`src/common/aux_regs_pkg.sv`:
```
// Constants for the serial control port and the auxiliary converter registers.
// Assumes one system clock; serial pins synchronous to it.
// Functional notes
// - 10-bit results read as upper eight and lower two bits.
// - Control bit 7 hands one converter to the side port.
// - Control bit 6 picks the side port converter: low A, high B.
// - Bits 5, 2 pick internal reference for B, A; low is external.
// - Bits 4, 1 pick input one for B, A; low is input two.
// - Start bits 3, 0 launch conversions on B, A; read zero.
// - Converter clock is receive rate over two, or four with bit 0.
// - Three 8-bit level words reset zero; apply on write completion.
// - Update bit 7 low applies words on write; high holds them.
// - Update bits 2..0 one-shot apply pending C, B, A; read zero.
// - Power-down bits 2..0 disable levels C, B, A; default on.
// - Invert bits 4, 2, 0 invert level words C, B, A.
// - Density level: 12-bit word over two registers, reset zero.
// - Top register is read-only revision; writes do nothing.
// - Low enable frames transfers; data outputs float while high.
// - Serial clock up to 16 MHz; sample on rise, shift on fall.
// - Writes commit at rise 16, second byte at rise 24; short frames drop.
// - Shared pin is input only unless three-wire mode is set.
// - Header: read flag, two-byte flag, 6-bit address.
// - Bit order selectable; second byte to address minus or plus one.
// - Reads return one byte; three-wire pin turns after header.
package aux_regs_pkg;

  // ==========================================================================
  // Register offsets
  localparam logic [5:0] ADDR_RESULT_FIRST = 6'h1a;
  localparam logic [5:0] ADDR_RESULT_LAST = 6'h21;
  localparam logic [5:0] ADDR_CONV_CTRL = 6'h22;
  localparam logic [5:0] ADDR_CONV_CLOCK = 6'h23;
  localparam logic [5:0] ADDR_LEVEL_A = 6'h24;
  localparam logic [5:0] ADDR_LEVEL_B = 6'h25;
  localparam logic [5:0] ADDR_LEVEL_C = 6'h26;
  localparam logic [5:0] ADDR_LEVEL_UPDATE = 6'h27;
  localparam logic [5:0] ADDR_LEVEL_POWERDOWN = 6'h28;
  localparam logic [5:0] ADDR_LEVEL_INVERT = 6'h29;
  localparam logic [5:0] ADDR_DENSITY_A = 6'h2a;
  localparam logic [5:0] ADDR_DENSITY_B = 6'h2b;
  localparam logic [5:0] ADDR_TRIM_A = 6'h31;
  localparam logic [5:0] ADDR_TRIM_B = 6'h32;
  localparam logic [5:0] ADDR_REVISION = 6'h3f;

  // ==========================================================================
  // Field positions
  localparam int CTRL_SIDE_PORT_BIT = 7;
  localparam int CTRL_CHOICE_BIT = 6;
  localparam int CTRL_REF_B_BIT = 5;
  localparam int CTRL_IN_B_BIT = 4;
  localparam int CTRL_START_B_BIT = 3;
  localparam int CTRL_REF_A_BIT = 2;
  localparam int CTRL_IN_A_BIT = 1;
  localparam int CTRL_START_A_BIT = 0;
  localparam int CLOCK_QUARTER_BIT = 0;
  localparam int UPDATE_HOLD_BIT = 7;
  localparam int INV_C_BIT = 4;
  localparam int INV_B_BIT = 2;
  localparam int INV_A_BIT = 0;
  localparam int HDR_READ_BIT = 7;
  localparam int HDR_TWO_BYTE_BIT = 6;

  // Storable bits per register; others read zero
  localparam logic [7:0] CTRL_STORE_MASK = 8'hf6;
  localparam logic [7:0] CLOCK_MASK = 8'h01;
  localparam logic [7:0] UPDATE_MASK = 8'h80;
  localparam logic [7:0] POWERDOWN_MASK = 8'h07;
  localparam logic [7:0] INVERT_MASK = 8'h15;

  // ==========================================================================
  // Reset values and counts
  localparam logic [7:0] RESET_BYTE = 8'h00;
  localparam logic [9:0] RESET_RESULT = 10'h000;
  localparam logic [4:0] HEADER_LAST_EDGE = 5'h07;
  localparam logic [4:0] FIRST_COMMIT_EDGE = 5'h0f;
  localparam logic [4:0] SECOND_COMMIT_EDGE = 5'h17;
  localparam logic [2:0] OUT_LAST_BIT = 3'h7;
  localparam logic [1:0] DIV_HALF_LAST = 2'h1;
  localparam logic [1:0] DIV_QUARTER_LAST = 2'h3;

  // Frame states, Gray coded along idle, header, data, end
  typedef enum logic [1:0] {
    ST_IDLE = 2'b00,
    ST_HEAD = 2'b01,
    ST_DATA = 2'b11,
    ST_END = 2'b10
  } frame_state_t;

endpackage : aux_regs_pkg

```
`src/core/aux_serial_regs.sv`:
```
// Serial control port with the auxiliary converter register set.
// Assumes SCLK and enable are sampled on a much faster CLK.
`timescale 1ns/10ps
`default_nettype none

module aux_serial_regs
  import aux_regs_pkg::*;
#(
  parameter logic [7:0] REVISION_CODE = 8'h01 // Arbitrary value
) (
  input wire logic CLK,
  input wire logic RST,
  input wire logic SERIAL_ENABLE_N,
  input wire logic SCLK,
  input wire logic SDIO_I,
  output logic SDIO_O,
  output logic SDIO_OE,
  output logic SERIAL_DATA_OUT,
  output logic SERIAL_DATA_OUT_OE,
  input wire logic LSB_FIRST,
  input wire logic THREE_WIRE_SELECT,
  input wire logic RX_RATE_TICK,
  output logic AUX_CLK_TICK,
  output logic CONV_A_START,
  output logic CONV_B_START,
  input wire logic CONV_A_DONE,
  input wire logic CONV_B_DONE,
  input wire logic [9:0] CONV_A_DATA,
  input wire logic [9:0] CONV_B_DATA,
  output logic CONV_A_INPUT_ONE,
  output logic CONV_B_INPUT_ONE,
  output logic CONV_A_INTERNAL_REF,
  output logic CONV_B_INTERNAL_REF,
  output logic SIDE_PORT_ENABLE,
  output logic SIDE_PORT_CONVERTER_CHOICE,
  output logic [7:0] LEVEL_A,
  output logic [7:0] LEVEL_B,
  output logic [7:0] LEVEL_C,
  output logic [2:0] LEVEL_POWERDOWN,
  output logic [11:0] DENSITY_LEVEL_WORD,
  output logic [7:0] RECEIVE_BIAS_TRIM_A,
  output logic [7:0] RECEIVE_BIAS_TRIM_B
);

  // ==========================================================================
  // Declarations
  frame_state_t state_q;
  frame_state_t state_d;
  logic sclk_q;
  logic sclk_rise;
  logic sclk_fall;
  logic [4:0] edge_cnt_q;
  logic [7:0] shift_q;
  logic [7:0] shift_d;
  logic [7:0] head_q;
  logic [7:0] head_now;
  logic read_active_q;
  logic [7:0] rd_byte_q;
  logic [2:0] out_cnt_q;
  logic out_bit_q;
  logic wr_en;
  logic [5:0] wr_addr;
  logic [5:0] second_addr;
  logic [7:0] ctrl_q;
  logic [7:0] clock_q;
  logic [7:0] update_q;
  logic [7:0] powerdown_q;
  logic [7:0] invert_q;
  logic [7:0] pend_a_q;
  logic [7:0] pend_b_q;
  logic [7:0] pend_c_q;
  logic [7:0] live_a_q;
  logic [7:0] live_b_q;
  logic [7:0] live_c_q;
  logic [7:0] density_a_q;
  logic [7:0] density_b_q;
  logic [7:0] trim_a_q;
  logic [7:0] trim_b_q;
  logic [1:0] div_q;
  logic sel_a_one_q;
  logic sel_b_one_q;
  logic [9:0] result_q [0:3];
  logic [7:0] rd_mux;
  logic apply_a;
  logic apply_b;
  logic apply_c;

  // ==========================================================================
  // Serial clock edge detection, only inside a frame
  always_ff @(posedge CLK or posedge RST) begin
    if (RST) begin
      sclk_q <= 1'b0;
    end else begin
      sclk_q <= SCLK;
    end
  end

  assign sclk_rise = SCLK & ~sclk_q & ~SERIAL_ENABLE_N;
  assign sclk_fall = ~SCLK & sclk_q & ~SERIAL_ENABLE_N;

  // Incoming bit joins the shift register in the selected order
  always_comb begin
    if (LSB_FIRST) begin
      shift_d = {SDIO_I, shift_q[7:1]};
    end else begin
      shift_d = {shift_q[6:0], SDIO_I};
    end
  end

  // Header as it stands after the eighth bit
  assign head_now = (edge_cnt_q == HEADER_LAST_EDGE) ? shift_d : head_q;

  // ==========================================================================
  // Frame state machine
  always_comb begin
    state_d = state_q;
    case (state_q)
      ST_IDLE: begin
        if (!SERIAL_ENABLE_N) begin
          state_d = ST_HEAD;
        end
      end
      ST_HEAD: begin
        if (sclk_rise && edge_cnt_q == HEADER_LAST_EDGE) begin
          state_d = ST_DATA;
        end
      end
      ST_DATA: begin
        if (sclk_rise && edge_cnt_q == FIRST_COMMIT_EDGE &&
            (head_q[HDR_READ_BIT] || !head_q[HDR_TWO_BYTE_BIT])) begin
          state_d = ST_END;
        end else if (sclk_rise && edge_cnt_q == SECOND_COMMIT_EDGE) begin
          state_d = ST_END;
        end
      end
      default: begin
        state_d = ST_END;
      end
    endcase
    if (SERIAL_ENABLE_N) begin
      state_d = ST_IDLE;
    end
  end

  always_ff @(posedge CLK or posedge RST) begin
    if (RST) begin
      state_q <= ST_IDLE;
    end else begin
      state_q <= state_d;
    end
  end

  // Rising edge count, shift register and header capture
  always_ff @(posedge CLK or posedge RST) begin
    if (RST) begin
      edge_cnt_q <= 5'h00;
      shift_q <= RESET_BYTE;
      head_q <= RESET_BYTE;
    end else if (SERIAL_ENABLE_N) begin
      edge_cnt_q <= 5'h00;
    end else if (sclk_rise) begin
      shift_q <= shift_d;
      head_q <= head_now;
      if (edge_cnt_q != 5'h1f) begin
        edge_cnt_q <= edge_cnt_q + 5'h01;
      end
    end
  end

  // ==========================================================================
  // Write commit strobe, address and second address
  assign second_addr = LSB_FIRST ? head_q[5:0] + 6'h01 :
                       head_q[5:0] - 6'h01;

  always_comb begin
    wr_en = 1'b0;
    wr_addr = head_q[5:0];
    if (state_q == ST_DATA && sclk_rise && !head_q[HDR_READ_BIT]) begin
      if (edge_cnt_q == FIRST_COMMIT_EDGE) begin
        wr_en = 1'b1;
      end else if (edge_cnt_q == SECOND_COMMIT_EDGE &&
                   head_q[HDR_TWO_BYTE_BIT]) begin
        wr_en = 1'b1;
        wr_addr = second_addr;
      end
    end
  end

  // ==========================================================================
  // Converter control, clock select, update hold, power-down, invert
  always_ff @(posedge CLK or posedge RST) begin
    if (RST) begin
      ctrl_q <= RESET_BYTE;
      clock_q <= RESET_BYTE;
      update_q <= RESET_BYTE;
      powerdown_q <= RESET_BYTE;
      invert_q <= RESET_BYTE;
    end else if (wr_en) begin
      if (wr_addr == ADDR_CONV_CTRL) begin
        ctrl_q <= shift_d & CTRL_STORE_MASK;
      end else if (wr_addr == ADDR_CONV_CLOCK) begin
        clock_q <= shift_d & CLOCK_MASK;
      end else if (wr_addr == ADDR_LEVEL_UPDATE) begin
        update_q <= shift_d & UPDATE_MASK;
      end else if (wr_addr == ADDR_LEVEL_POWERDOWN) begin
        powerdown_q <= shift_d & POWERDOWN_MASK;
      end else if (wr_addr == ADDR_LEVEL_INVERT) begin
        invert_q <= shift_d & INVERT_MASK;
      end
    end
  end

  // Converter routing and side port handover
  assign SIDE_PORT_ENABLE = ctrl_q[CTRL_SIDE_PORT_BIT];
  assign SIDE_PORT_CONVERTER_CHOICE = ctrl_q[CTRL_CHOICE_BIT];
  assign CONV_A_INTERNAL_REF = ctrl_q[CTRL_REF_A_BIT];
  assign CONV_B_INTERNAL_REF = ctrl_q[CTRL_REF_B_BIT];
  assign CONV_A_INPUT_ONE = ctrl_q[CTRL_IN_A_BIT];
  assign CONV_B_INPUT_ONE = ctrl_q[CTRL_IN_B_BIT];

  // Start one-shots from flops
  always_ff @(posedge CLK or posedge RST) begin
    if (RST) begin
      CONV_A_START <= 1'b0;
      CONV_B_START <= 1'b0;
    end else begin
      CONV_A_START <= wr_en && wr_addr == ADDR_CONV_CTRL &&
                      shift_d[CTRL_START_A_BIT];
      CONV_B_START <= wr_en && wr_addr == ADDR_CONV_CTRL &&
                      shift_d[CTRL_START_B_BIT];
    end
  end

  // Converter clock enable from receive ticks
  always_ff @(posedge CLK or posedge RST) begin
    if (RST) begin
      div_q <= 2'h0;
      AUX_CLK_TICK <= 1'b0;
    end else begin
      AUX_CLK_TICK <= 1'b0;
      if (RX_RATE_TICK) begin
        if (div_q >= (clock_q[CLOCK_QUARTER_BIT] ? DIV_QUARTER_LAST :
                      DIV_HALF_LAST)) begin
          div_q <= 2'h0;
          AUX_CLK_TICK <= 1'b1;
        end else begin
          div_q <= div_q + 2'h1;
        end
      end
    end
  end

  // ==========================================================================
  // Input choice held from each conversion start
  always_ff @(posedge CLK or posedge RST) begin
    if (RST) begin
      sel_a_one_q <= 1'b0;
      sel_b_one_q <= 1'b0;
    end else begin
      if (CONV_A_START) begin
        sel_a_one_q <= ctrl_q[CTRL_IN_A_BIT];
      end
      if (CONV_B_START) begin
        sel_b_one_q <= ctrl_q[CTRL_IN_B_BIT];
      end
    end
  end

  // Slots: 0 A input two, 1 A input one, 2 B input two, 3 B input one
  always_ff @(posedge CLK or posedge RST) begin
    if (RST) begin
      for (int i = 0; i < 4; i++) begin
        result_q[i] <= RESET_RESULT;
      end
    end else begin
      if (CONV_A_DONE) begin
        result_q[{1'b0, sel_a_one_q}] <= CONV_A_DATA;
      end
      if (CONV_B_DONE) begin
        result_q[{1'b1, sel_b_one_q}] <= CONV_B_DATA;
      end
    end
  end

  // ==========================================================================
  // Level words: pending copies and the words in effect
  always_ff @(posedge CLK or posedge RST) begin
    if (RST) begin
      pend_a_q <= RESET_BYTE;
      pend_b_q <= RESET_BYTE;
      pend_c_q <= RESET_BYTE;
    end else if (wr_en) begin
      if (wr_addr == ADDR_LEVEL_A) begin
        pend_a_q <= shift_d;
      end else if (wr_addr == ADDR_LEVEL_B) begin
        pend_b_q <= shift_d;
      end else if (wr_addr == ADDR_LEVEL_C) begin
        pend_c_q <= shift_d;
      end
    end
  end

  // Apply on write, or on update one-shot in hold mode
  always_comb begin
    apply_a = 1'b0;
    apply_b = 1'b0;
    apply_c = 1'b0;
    if (wr_en && wr_addr == ADDR_LEVEL_UPDATE && update_q[UPDATE_HOLD_BIT]) begin
      apply_a = shift_d[0];
      apply_b = shift_d[1];
      apply_c = shift_d[2];
    end
  end

  always_ff @(posedge CLK or posedge RST) begin
    if (RST) begin
      live_a_q <= RESET_BYTE;
      live_b_q <= RESET_BYTE;
      live_c_q <= RESET_BYTE;
    end else begin
      if (wr_en && wr_addr == ADDR_LEVEL_A && !update_q[UPDATE_HOLD_BIT]) begin
        live_a_q <= shift_d;
      end else if (apply_a) begin
        live_a_q <= pend_a_q;
      end
      if (wr_en && wr_addr == ADDR_LEVEL_B && !update_q[UPDATE_HOLD_BIT]) begin
        live_b_q <= shift_d;
      end else if (apply_b) begin
        live_b_q <= pend_b_q;
      end
      if (wr_en && wr_addr == ADDR_LEVEL_C && !update_q[UPDATE_HOLD_BIT]) begin
        live_c_q <= shift_d;
      end else if (apply_c) begin
        live_c_q <= pend_c_q;
      end
    end
  end

  // Level outputs with optional inversion
  always_ff @(posedge CLK or posedge RST) begin
    if (RST) begin
      LEVEL_A <= RESET_BYTE;
      LEVEL_B <= RESET_BYTE;
      LEVEL_C <= RESET_BYTE;
    end else begin
      LEVEL_A <= invert_q[INV_A_BIT] ? ~live_a_q : live_a_q;
      LEVEL_B <= invert_q[INV_B_BIT] ? ~live_b_q : live_b_q;
      LEVEL_C <= invert_q[INV_C_BIT] ? ~live_c_q : live_c_q;
    end
  end

  assign LEVEL_POWERDOWN = powerdown_q[2:0];

  // ==========================================================================
  // Density word and receive bias trims
  always_ff @(posedge CLK or posedge RST) begin
    if (RST) begin
      density_a_q <= RESET_BYTE;
      density_b_q <= RESET_BYTE;
      trim_a_q <= RESET_BYTE;
      trim_b_q <= RESET_BYTE;
    end else if (wr_en) begin
      if (wr_addr == ADDR_DENSITY_A) begin
        density_a_q <= shift_d;
      end else if (wr_addr == ADDR_DENSITY_B) begin
        density_b_q <= shift_d & 8'h0f;
      end else if (wr_addr == ADDR_TRIM_A) begin
        trim_a_q <= shift_d;
      end else if (wr_addr == ADDR_TRIM_B) begin
        trim_b_q <= shift_d;
      end
    end
  end

  // Upper eight bits first register, lower four second
  assign DENSITY_LEVEL_WORD = {density_a_q, density_b_q[3:0]};
  assign RECEIVE_BIAS_TRIM_A = trim_a_q;
  assign RECEIVE_BIAS_TRIM_B = trim_b_q;

  // ==========================================================================
  // Readback multiplexer
  always_comb begin
    logic [2:0] off;
    off = 3'(head_now[5:0] - ADDR_RESULT_FIRST);
    rd_mux = RESET_BYTE;
    if (head_now[5:0] >= ADDR_RESULT_FIRST &&
        head_now[5:0] <= ADDR_RESULT_LAST) begin
      if (!off[0]) begin
        rd_mux = result_q[off[2:1]][9:2];
      end else begin
        rd_mux = {6'h00, result_q[off[2:1]][1:0]};
      end
    end else if (head_now[5:0] == ADDR_CONV_CTRL) begin
      rd_mux = ctrl_q;
    end else if (head_now[5:0] == ADDR_CONV_CLOCK) begin
      rd_mux = clock_q;
    end else if (head_now[5:0] == ADDR_LEVEL_A) begin
      rd_mux = pend_a_q;
    end else if (head_now[5:0] == ADDR_LEVEL_B) begin
      rd_mux = pend_b_q;
    end else if (head_now[5:0] == ADDR_LEVEL_C) begin
      rd_mux = pend_c_q;
    end else if (head_now[5:0] == ADDR_LEVEL_UPDATE) begin
      rd_mux = update_q;
    end else if (head_now[5:0] == ADDR_LEVEL_POWERDOWN) begin
      rd_mux = powerdown_q;
    end else if (head_now[5:0] == ADDR_LEVEL_INVERT) begin
      rd_mux = invert_q;
    end else if (head_now[5:0] == ADDR_DENSITY_A) begin
      rd_mux = density_a_q;
    end else if (head_now[5:0] == ADDR_DENSITY_B) begin
      rd_mux = density_b_q;
    end else if (head_now[5:0] == ADDR_TRIM_A) begin
      rd_mux = trim_a_q;
    end else if (head_now[5:0] == ADDR_TRIM_B) begin
      rd_mux = trim_b_q;
    end else if (head_now[5:0] == ADDR_REVISION) begin
      rd_mux = REVISION_CODE;
    end
  end

  // ==========================================================================
  // Read byte captured at the eighth rising edge
  always_ff @(posedge CLK or posedge RST) begin
    if (RST) begin
      read_active_q <= 1'b0;
      rd_byte_q <= RESET_BYTE;
    end else if (SERIAL_ENABLE_N) begin
      read_active_q <= 1'b0;
    end else if (state_q == ST_HEAD && sclk_rise &&
                 edge_cnt_q == HEADER_LAST_EDGE && shift_d[HDR_READ_BIT]) begin
      read_active_q <= 1'b1;
      rd_byte_q <= rd_mux;
    end
  end

  // Output bits change on falling edges, in the selected order
  always_ff @(posedge CLK or posedge RST) begin
    if (RST) begin
      out_cnt_q <= 3'h0;
      out_bit_q <= 1'b0;
    end else if (!read_active_q) begin
      out_cnt_q <= 3'h0;
    end else if (sclk_fall) begin
      out_bit_q <= LSB_FIRST ? rd_byte_q[out_cnt_q] :
                   rd_byte_q[OUT_LAST_BIT - out_cnt_q];
      if (out_cnt_q != OUT_LAST_BIT) begin
        out_cnt_q <= out_cnt_q + 3'h1;
      end
    end
  end

  // Pin drivers; both float whenever the enable is high
  assign SDIO_O = out_bit_q;
  assign SERIAL_DATA_OUT = out_bit_q;
  assign SDIO_OE = read_active_q & THREE_WIRE_SELECT &
                   ~SERIAL_ENABLE_N;
  assign SERIAL_DATA_OUT_OE = read_active_q & ~THREE_WIRE_SELECT &
                              ~SERIAL_ENABLE_N;

endmodule : aux_serial_regs

`default_nettype wire

```
`config.mk`:
```
export PLATFORM = sky130hd
export DESIGN_NAME = aux_serial_regs
export DESIGN_NICKNAME = d
export VERILOG_FILES = /design/src/common/aux_regs_pkg.sv /design/src/core/aux_serial_regs.sv
export SDC_FILE = /design/constraint.sdc
export NUM_CORES = 1
export LEC_CHECK = 0
export BUFFER_PORTS_ARGS = -buffer_cell sky130_fd_sc_hd__buf_2
export CORE_MARGIN = 2
export CORE_UTILIZATION = 50
export CTS_CLUSTER_SIZE = 12
export DETAILED_ROUTE_END_ITERATION = 8
export GPL_ROUTABILITY_DRIVEN = 0
export PLACE_DENSITY_LB_ADDON = 0.15
export SYNTH_ARGS = -nofsm -noshare
export SYNTH_HDL_FRONTEND = slang
export SYNTH_SLANG_ARGS = --single-unit
```
`constraint.sdc`:
```
create_clock -name CLK -period 19.6 [get_ports CLK]
set_clock_uncertainty 0.15 [all_clocks]
set_input_delay 1.96 -clock CLK [delete_from_list [all_inputs] [get_ports CLK]]
set_output_delay 1.96 -clock CLK [all_outputs]
set_load 0.005 [all_outputs]
```
==> results.sh, run 1 <==
export IMPL_status="complete, no violations"
export IMPL_cts_resized=0
export IMPL_cts_sinks=198
export IMPL_ys_warnings_count=0
export IMPL_grt_antenna_before_repair=0
export IMPL_root_buffer="clkbuf_16"
export IMPL_diodes=0
export IMPL_layout_commonest_cell="dfrtp_1"
export IMPL_tightest_slew_ns=1.10
export IMPL_rows=51
export IMPL_synthCells=903
export IMPL_power_uw=878
export IMPL_grt_pass1_wl_mm=43.8
export IMPL_layout_common_cells="198 x dfrtp_1, 97 x buf_2, 88 x mux2_2"
export IMPL_drc=0
export IMPL_cts_made_buffers=17
export IMPL_crit_path_end_kind="register"
export IMPL_cp_cell_sequence="buf_2, inv_1, ha_1, a21oi_1, nor2b_1, or4_4, and4_1, o31ai_2, nor2_4, mux2_2"
export IMPL_start_util=0.512
export IMPL_htreeDepth=4
export IMPL_clock_latency_ns=0.44
export IMPL_crit_fanout=26
export IMPL_detailroute_via_count=7779
export IMPL_cts_setup_buffers=0
export IMPL_async_flop_share=1.00
export IMPL_routedWlPerCell_um=22.0
export IMPL_synthMuxAreaShare=0.165
export IMPL_synth_xor_area_frac=0.0279
export IMPL_hold_path_class="register to register"
export IMPL_finalHoldViolCount=0
export IMPL_power_density_nw_per_um2=77.5
export IMPL_overflow=0
export IMPL_worst_path_max_delay_cell="o31ai_2"
export IMPL_clockBufferDepth=2
export IMPL_fin_tns_setup_ns=0
export IMPL_synthTopCellsByArea="dfrtp_1 49%, mux2_2 9.9%, a21oi_1 4.3%"
export IMPL_synth_compound_area_frac=0.151
export IMPL_maxSlewHeadroom=0.260
export IMPL_grt_usage=0.267
export IMPL_nets=1021
export IMPL_drt_first_iter_violations=825
export IMPL_numPortBuffers=97
export IMPL_crit_type="input port to register"
export IMPL_synth_top_family_by_area="multiplexers"
export IMPL_cap_violations=0
export IMPL_drive_gt1_frac=0.276
export IMPL_cts_tree="built"
export IMPL_slowest_delay_ns=0.90
export IMPL_setup_violations=0
export IMPL_synth_top_cell_by_area="dfrtp_1"
export IMPL_largest_reg_flops=40
export IMPL_dieArea_sq_um=21200
export IMPL_period_share=0.277
export IMPL_die_h_um=146
export IMPL_synth_seq_area_share=0.494
export IMPL_area_growth_pct=12.9
export IMPL_finalNonFillerCells=1257
export IMPL_synthSimpleGateAreaFrac=0.117
export IMPL_ant_nets=0
export IMPL_synthFlopType="dfrtp_1"
export IMPL_cts_hold_buffers=0
export IMPL_io_pins=98
export IMPL_synth_avg_cell_area_sq_um=11.1
export IMPL_grt_max_degree=133
export IMPL_period_needed_ns=5.42
export IMPL_fmax_ghz=0.184
export IMPL_cp_arrival_ns=5.61
export IMPL_hpwl_mm=19.1
export IMPL_power_leakage_uw=0.00544
export IMPL_timing_final_max_slew_violations=0
export IMPL_crit_required_ns=19.78
export IMPL_whs_ns=0.305
export IMPL_rsz0062_at_grt="no"
export IMPL_grt_pass1_vias=7511
export IMPL_syn_nets=944
export IMPL_ys_types=81
export IMPL_viasPerCell=6.19
export IMPL_max_vdd_ir_drop_uv=65.3
export IMPL_first_pass_iters=8
export IMPL_synth_edf_count=0
export IMPL_clk_pin_slew_ns=0.07
export IMPL_synthAdderAreaFrac=0.0145
export IMPL_core_sq_um=19600
export IMPL_syn_area_sq_um=10000
export IMPL_die_x_um=146
export IMPL_synth_seq_cells=198
export IMPL_cp_start_kind="input port"
export IMPL_synth_top_area_share=0.494
export IMPL_drt_total_wl_mm=27.6
export IMPL_largest_register="result_q"
export IMPL_dp_cells=1226
## final timing paths
path | start | to | slack [ns] | depth (start not counted)
setup reg to reg | sclk_q | live_c_q[3] | 15.61 | 8
setup / recovery | LSB_FIRST | pend_a_q[2] | 14.18 | 10
min in group asynchronous | RST | edge_cnt_q[4] | 1.53 | 2
max in group asynchronous | RST | RECEIVE_BIAS_TRIM_B[0] | 16.35 | 3
hold reg to reg | live_a_q[5] | LEVEL_A[5] | 0.30 | 1
hold / removal | live_a_q[5] | LEVEL_A[5] | 0.30 | 1
## critical path: cells and delay by family
kind                       cells  cell delay (ns)
and+or+nand+nor                4             1.11
muxes                          1             0.33
buffers and inverters          2             0.71
AOI/OAI and AO/OA              2             1.08
adders and majority gates      1             0.41
## metrics by stage
| stage | utilization | setup slack, ns | area [sq um] |
|---|---|---|---|
| after floorplan | - | 12.09 | 10000 |
| after global placement | 0.549 | 13.88 | 10700 |
| after detailed placement | 0.549 | 13.77 | 10700 |
| after global routing | 0.578 | 13.96 | 11300 |
| after CTS | 0.578 | 14.21 | 11300 |
| final | 0.578 | 14.18 | 11300 |
## area by class of cell
class | count | area (sq um)
fill | 1643 | 8260
sequential | 198 | 4950
multi-input combinational | 633 | 4790
timing repair buffer | 110 | 583
clock buffer | 19 | 443
tap | 265 | 332
clock inverter | 12 | 139
inverter | 20 | 82.6
## synth_stat cells, types with 5 or more instances
master,n
dfrtp_1,198
a41oi_1,5
and4_1,5
mux2i_1,17
a21oi_1,86
mux2_2,88
o311ai_1,6
ha_1,10
nand3_1,15
a221oi_1,8
nor2b_1,9
a211oi_1,9
nand4_1,5
mux2_1,11
a31o_2,6
inv_1,20
nor3b_1,5
o21ai_0,22
mux4_2,15
clkbuf_1,29
o21ai_1,6
a32oi_1,9
nor2_1,59
o31ai_1,5
o22ai_1,14
buf_4,5
a31oi_1,10
nor3_1,12
and3b_1,6
buf_2,13
xor2_1,31
and3_1,13
nor4_1,12
nand2_1,64
## logic make-up (layout without fill, tap and decap cells)
family,count (synthesis),after routing
xor+xnor,32,32
flops,198,198
simple gates,230,230
buf+inv,72,161
fa+ha+maj,11,11
mux,133,133
compound gates,227,227
## where the power goes
part           internal [uW]  switching (uW)  leakage, uW
logic                   28.2            68.1      0.00255
registers                420            12.4      0.00260
clock network            183             166     0.000279
## layer usage
| layer | global-route usage | routed length [um] | vias up |
|---|---|---|---|
| met2 | 0.404 | 12400 | 320 |
| met4 | 0.0863 | 672 | 0 |
| li1 | - | - | 3501 |
| met1 | 0.389 | 12400 | 3907 |
| met5 | 0 | 0 | - |
| met3 | 0.0533 | 2180 | 51 |
(Power assumes the default switching activity.)
==> run 2, diff against run 1 <==
- clock period: 19.6 -> 4.68 ns (I/O delays scaled with it)
==> run 2 against run 1 <==
Wire length up 2.7%; sequential cell count unchanged; global-route usage up 0.20 points; register-to-register slack worse by 15 ns; critical endpoint is now rd_byte_q[3]; final area up 0.75%; non-clock buffer count up 11; via count up 2.0%; sequential power rose to 4.2 times the previous value; combinational power rose to 4.3 times the previous value; clock power rose to 4.2 times the previous value; critical path depth down 4.
==> results.sh, run 2 (synthesis gave the netlist of run 1 again) <==
export IMPL_status="complete, no violations"
export IMPL_period_share=0.786
export IMPL_min_path_cells=1
export IMPL_core_sq_um=19600
export IMPL_crit_path_end_kind="register"
export IMPL_dieArea_sq_um=21200
export IMPL_die_x_um=146
export IMPL_finalHoldViolCount=0
export IMPL_grt_usage=0.269
export IMPL_ant_nets=0
export IMPL_cts_made_buffers=17
export IMPL_crit_type="register to register"
export IMPL_power_density_nw_per_um2=322
export IMPL_fillers=1689
export IMPL_fin_tns_setup_ns=0
export IMPL_clock_latency_ns=0.44
export IMPL_start_util=0.512
export IMPL_cp_num_cells=6
export IMPL_cts_sinks=198
export IMPL_die_h_um=146
export IMPL_cap_violations=0
export IMPL_whs_ns=0.0166
export IMPL_overflow=0
export IMPL_largest_reg_flops=40
export IMPL_combPwrFrac=0.114
export IMPL_timing_final_max_slew_violations=0
export IMPL_cts_tree="built"
export IMPL_drt_first_iter_violations=972
export IMPL_viasPerCell=6.25
export IMPL_rsz0062_at_grt="no"
export IMPL_routedWlPerCell_um=22.4
export IMPL_seq_area_sq_um=4950
export IMPL_switchingPower_uw=1080
export IMPL_grt_pass1_wl_mm=43.9
export IMPL_cp_arrival_ns=3.82
export IMPL_multiInputGateArea_sq_um=4780
export IMPL_numPortBuffers=97
export IMPL_p_int_uw=2600
export IMPL_root_buffer="clkbuf_16"
export IMPL_crit_fanout=23
export IMPL_clk_pin_slew_ns=0.07
export IMPL_clock_power_share=0.394
export IMPL_drt_total_wl_mm=28.4
export IMPL_clockBufferDepth=2
export IMPL_drc=0
export IMPL_grt_antenna_before_repair=1
export IMPL_period_needed_ns=3.68
export IMPL_grt_pass1_vias=7490
export IMPL_slowest_delay_ns=0.67
export IMPL_tightest_slew_ns=1.10
export IMPL_rows=51
export IMPL_hpwl_mm=20.1
export IMPL_largest_register="result_q"
export IMPL_layout_common_cells="198 x dfrtp_1, 97 x buf_2, 88 x mux2_2"
export IMPL_r2r_cells=6
export IMPL_max_vdd_ir_drop_uv=228
export IMPL_htreeDepth=4
export IMPL_cp_cell_sequence="ha_1, and4bb_2, and2_1, nand4_1, or2_1, o41ai_1"
export IMPL_nets=1032
export IMPL_maxSlewHeadroom=0.268
export IMPL_power_leakage_uw=0.00551
export IMPL_worst_path_buf_inv=0
export IMPL_r2r_setup_slack_ns=1.00
export IMPL_area_growth_pct=13.7
export IMPL_drive_gt1_frac=0.283
export IMPL_io_pins=98
export IMPL_grt_max_degree=95
export IMPL_diodes=0
export IMPL_cts_setup_buffers=0
export IMPL_switching_share=0.293
export IMPL_setup_violations=0
export IMPL_crit_family="simple AND/OR/NAND/NOR gates"
export IMPL_cp_start_kind="register"
export IMPL_hold_path_class="input port to register"
export IMPL_first_pass_iters=6
export IMPL_crit_required_ns=4.82
export IMPL_power_frac_seq=0.492
export IMPL_detailroute_via_count=7934
export IMPL_fmax_ghz=0.272
export IMPL_worst_path_max_delay_cell="and4bb_2"
export IMPL_layout_commonest_cell="dfrtp_1"
==> run 2: final cells by class <==
cell class,instances,area share
Sequential cell,198,0.434
Multi-Input combinational cell,633,0.419
Timing Repair Buffer,121,0.0596
Clock buffer,17,0.0373
Tap cell,265,0.0291
Clock inverter,15,0.0139
Inverter,20,0.00691
==> run 2: repair_timing <==
| action | 4_1_cts | 5_1_grt |
|---|---|---|
| resized for setup | 0 | 0 |
| hold endpoints to repair | 20 | 0 |
| hold buffers | 1 | 0 |
==> run 2: per-stage QoR <==
stage	setup slack (ns)	util	instance area, sq um	cells	power, uW
2_1_floorplan	0.846	-	10000	903	2060
3_5_place_dp	0.893	0.552	10800	1236	2250
4_1_cts	1.02	0.583	11400	1269	3690
6_report	1.00	0.583	11400	1269	3680
5_1_grt	0.782	0.583	11400	1269	3800
3_3_place_gp	0.931	0.552	10800	1236	2250
==> run 2: per-layer routing <==
layer  vias to the layer above  global-route usage  share of wire
met1                      3933               0.397           0.44
met4                         0              0.0868          0.026
met2                       406               0.405           0.45
li1                       3540                   -              -
met3                        55              0.0480          0.087
met5                         -                   0              0
==> run 2: path summary, 6_finish.rpt <==
| path | startpoint | end |
|---|---|---|
| max in group asynchronous | RST | RECEIVE_BIAS_TRIM_A[1] |
| max reg2reg | edge_cnt_q[0] | rd_byte_q[3] |
| min | SCLK | sclk_q |
| min reg2reg | live_c_q[6] | LEVEL_C[6] |
| min in group asynchronous | RST | shift_q[6] |
| max | edge_cnt_q[0] | rd_byte_q[3] |
==> run 2: power by group through the flow <==
stage | Combinational (uW) | Sequential [uW] | Clock [uW]
final | 418 | 1810 | 1450
after global routing | 443 | 1820 | 1540
after CTS | 415 | 1810 | 1460
after detailed placement | 412 | 1840 | 0
after global placement | 408 | 1840 | 0
after floorplan | 242 | 1820 | 0
==> run 2: worst reg2reg max path: cells and delay by family (launching register included) <==
| kind | cells | cell delay (ns) |
|---|---|---|
| AO/OA/AOI/OAI | 1 | 0.48 |
| adder cells (fa/ha/maj) | 1 | 0.24 |
| flip-flops | 1 | 0.39 |
| AND/OR/NAND/NOR | 4 | 2.28 |
==> run 3, diff against run 2 <==
- ABC_AREA: not set -> 1
- clock period: 4.68 -> 3.5 ns (I/O delays scaled with it)
==> run 3 against run 2 <==
Sequential cell count is the same; wire length shrank 8.1%; combinational power shrank 4%; largest cell class unchanged; highest routed layer unchanged; largest power group unchanged; register-to-register slack lost 0.57 ns; worst hold slack gained 0.0028 ns; setup slack lost 0.57 ns.
==> results.sh, run 3 <==
export IMPL_status="complete, no violations"
export IMPL_nets=1333
export IMPL_period_share=0.877
export IMPL_setup_violations=0
export IMPL_slowest_delay_ns=0.43
export IMPL_grt_pass1_wl_mm=42.2
export IMPL_clk_pin_slew_ns=0.08
export IMPL_viasPerCell=5.34
export IMPL_async_flop_share=1.00
export IMPL_cp_cell_sequence="clkinv_1, ha_1, inv_1, nand3_2, xor2_2, nand2_1, inv_2, nand2_1, nor2_1, nand3_2, nand2_1, o21ai_1, nand2_1, nand2_1"
export IMPL_ys_types=51
export IMPL_crit_type="register to register"
export IMPL_drive_gt1_frac=0.168
export IMPL_synthAdderAreaFrac=0.0149
export IMPL_cpMostUsedCell="nand2_1"
export IMPL_routedWlPerCell_um=16.6
export IMPL_synthFlopType="dfrtp_1"
export IMPL_crit_path_end_kind="register"
export IMPL_grt_use_met3=0.0450
export IMPL_multiInputGateArea_sq_um=4230
export IMPL_fillers=1795
export IMPL_clockBufferDepth=2
export IMPL_cts_setup_buffers=0
export IMPL_overflow=0
export IMPL_cap_violations=0
export IMPL_start_util=0.505
export IMPL_hpwl_mm=18.7
export IMPL_maxSlewHeadroom=0.426
export IMPL_layout_commonest_cell="nand2_1"
export IMPL_cts_tree="built"
export IMPL_drc=0
export IMPL_power_density_nw_per_um2=419
export IMPL_synth_edf_count=0
export IMPL_met2_usage=0.402
export IMPL_grt_usage=0.266
export IMPL_die_x_um=144
export IMPL_cp_start_kind="register"
export IMPL_grt_use_met1=0.393
export IMPL_core_sq_um=19300
export IMPL_power_leakage_uw=0.00581
export IMPL_dieArea_sq_um=20600
export IMPL_drt_first_iter_violations=730
export IMPL_ys_top_cells_by_count="362 x nand2_1, 198 x dfrtp_1, 151 x o21ai_0"
export IMPL_synth_top_area_share=0.508
export IMPL_busiest_layer="met2"
export IMPL_cts_made_buffers=17
export IMPL_area_growth_pct=15.5
export IMPL_grt_antenna_before_repair=0
export IMPL_synthMuxAreaShare=0
export IMPL_synth_seq_cells=198
export IMPL_worst_path_max_delay_cell="dfrtp_1"
export IMPL_synth_compound_area_frac=0.144
export IMPL_synthTopCellsByArea="dfrtp_1 51%, nand2_1 14%, o21ai_0 7.7%"
export IMPL_yosysMostFrequentCell="nand2_1"
export IMPL_pre_cts_slack_ns=0.260
export IMPL_synth_top_family_by_area="simple AND/OR/NAND/NOR gates"
export IMPL_finalHoldViolCount=0
export IMPL_grt_max_degree=65
export IMPL_period_needed_ns=3.07
export IMPL_largest_register="result_q"
export IMPL_synth_avg_cell_area_sq_um=8.24
export IMPL_cts_sinks=198
export IMPL_diodes=0
export IMPL_max_vdd_ir_drop_uv=345
export IMPL_syn_area_sq_um=9760
export IMPL_hold_path_class="input port to register"
export IMPL_synth_seq_area_share=0.508
export IMPL_numPortBuffers=97
export IMPL_die_h_um=144
export IMPL_crit_required_ns=3.68
export IMPL_rsz0062_at_grt="no"
export IMPL_seq_area_sq_um=4950
export IMPL_htreeDepth=4
export IMPL_ys_warnings_count=0
export IMPL_rows=51
export IMPL_synthSimpleGateAreaFrac=0.247
export IMPL_drt_total_wl_mm=26.1
export IMPL_fin_tns_setup_ns=0
export IMPL_first_pass_iters=5
export IMPL_cp_arrival_ns=3.24
export IMPL_io_pins=98
export IMPL_detailroute_via_count=8390
export IMPL_timing_final_max_slew_violations=0
export IMPL_grt_pass1_vias=7919
export IMPL_ant_nets=0
export IMPL_clock_latency_ns=0.44
export IMPL_fin_util=0.583
export IMPL_syn_nets=1225
export IMPL_largest_reg_flops=40
export IMPL_fmax_ghz=0.326
export IMPL_layout_common_cells="362 x nand2_1, 198 x dfrtp_1, 151 x o21ai_0"
export IMPL_setup_slack_ns=0.431
export IMPL_tightest_slew_ns=0.860
export IMPL_crit_fanout=22
export IMPL_synth_xor_area_frac=0.0286
export IMPL_root_buffer="clkbuf_16"
export IMPL_synth_top_cell_by_area="dfrtp_1"
export IMPL_synthCells=1184
-- run 3: cell count changes in the layout (fill, tap and decap cells not counted), sizes merged, moves of 10 or more --
| cell | delta |
|---|---|
| mux2 | -100 |
| nand2 | +309 |
| mux4 | -15 |
| nand3 | +59 |
| and3 | -13 |
| nor2 | -11 |
| buf | +13 |
| nor4 | -11 |
| o21ai | +161 |
| a211oi | -10 |
| mux2i | -18 |
| inv | +72 |
| a21oi | -43 |
-- run 3: power breakdown --
| group | total [uW] | switching [uW] | leakage, uW | internal, uW |
|---|---|---|---|---|
| Sequential | 2380 | 36.3 | 0.00262 | 2340 |
| Combinational | 403 | 290 | 0.00290 | 113 |
| Clock | 1940 | 960 | 0.000284 | 978 |
-- run 3: kinds of logic after synthesis --
| group | count (synthesis) |
|---|---|
| and+or+nand+nor | 538 |
| AOI/OAI and AO/OA | 262 |
| DFF | 198 |
| buffers and inverters | 144 |
| xor gates and xnor gates | 31 |
| adders and majority gates | 11 |
-- run 3: path summary, 6_finish.rpt --
path,start,end,slack (ns),depth (start not counted)
setup / recovery,edge_cnt_q[4],live_a_q[3],0.43,14
hold / removal,CONV_B_DATA[5],result_q[5],0.02,3
setup reg to reg,edge_cnt_q[4],live_a_q[3],0.43,14
hold reg to reg,live_a_q[4],LEVEL_A[4],0.31,1
max in group asynchronous,RST,result_q[23],1.79,4
min in group asynchronous,RST,sclk_q,0.48,3
-- run 3: timing repair --
item / 4_1_cts / 5_1_grt
endpoints found under the setup margin: 0 / 0
hold endpoints to repair: 36 / 0
hold buffers: 2 / 0
resized for setup: 0 / 0
-- run 3: per-stage QoR --
| step | cell area (sq um) | hold WS [ns] | std cells | power (uW) |
|---|---|---|---|---|
| detailed placement | 10700 | 0.304 | 1536 | 2820 |
| CTS | 11300 | 0.0104 | 1570 | 4730 |
| floorplan | 9760 | 0.231 | 1184 | 2630 |
| global placement | 10700 | 0.304 | 1536 | 2820 |
| finish | 11300 | 0.0194 | 1570 | 4720 |
| global route | 11300 | 0.0223 | 1570 | 4890 |
-- run 3: cell type report --
type,count,area share
Multi-Input combinational cell,842,0.376
Sequential cell,198,0.440
Inverter,98,0.0330
Clock buffer,20,0.0405
Timing Repair Buffer,135,0.0711
Clock inverter,12,0.0104
Tap cell,265,0.0294
-- run 3: layer usage --
layer	vias up	share of wire
met1	3943	0.47
li1	4109	-
met2	288	0.44
met5	-	0
met4	0	0.027
met3	50	0.068
-- run 3: worst max-delay path, delay by kind of cell (launching register included) --
family / cells / cell delay (ns)
fa+ha+maj: 1 / 0.34
flops: 1 / 0.43
compound gates: 1 / 0.08
xor+xnor: 1 / 0.31
buf+inv: 3 / 0.59
simple gates: 8 / 1.06
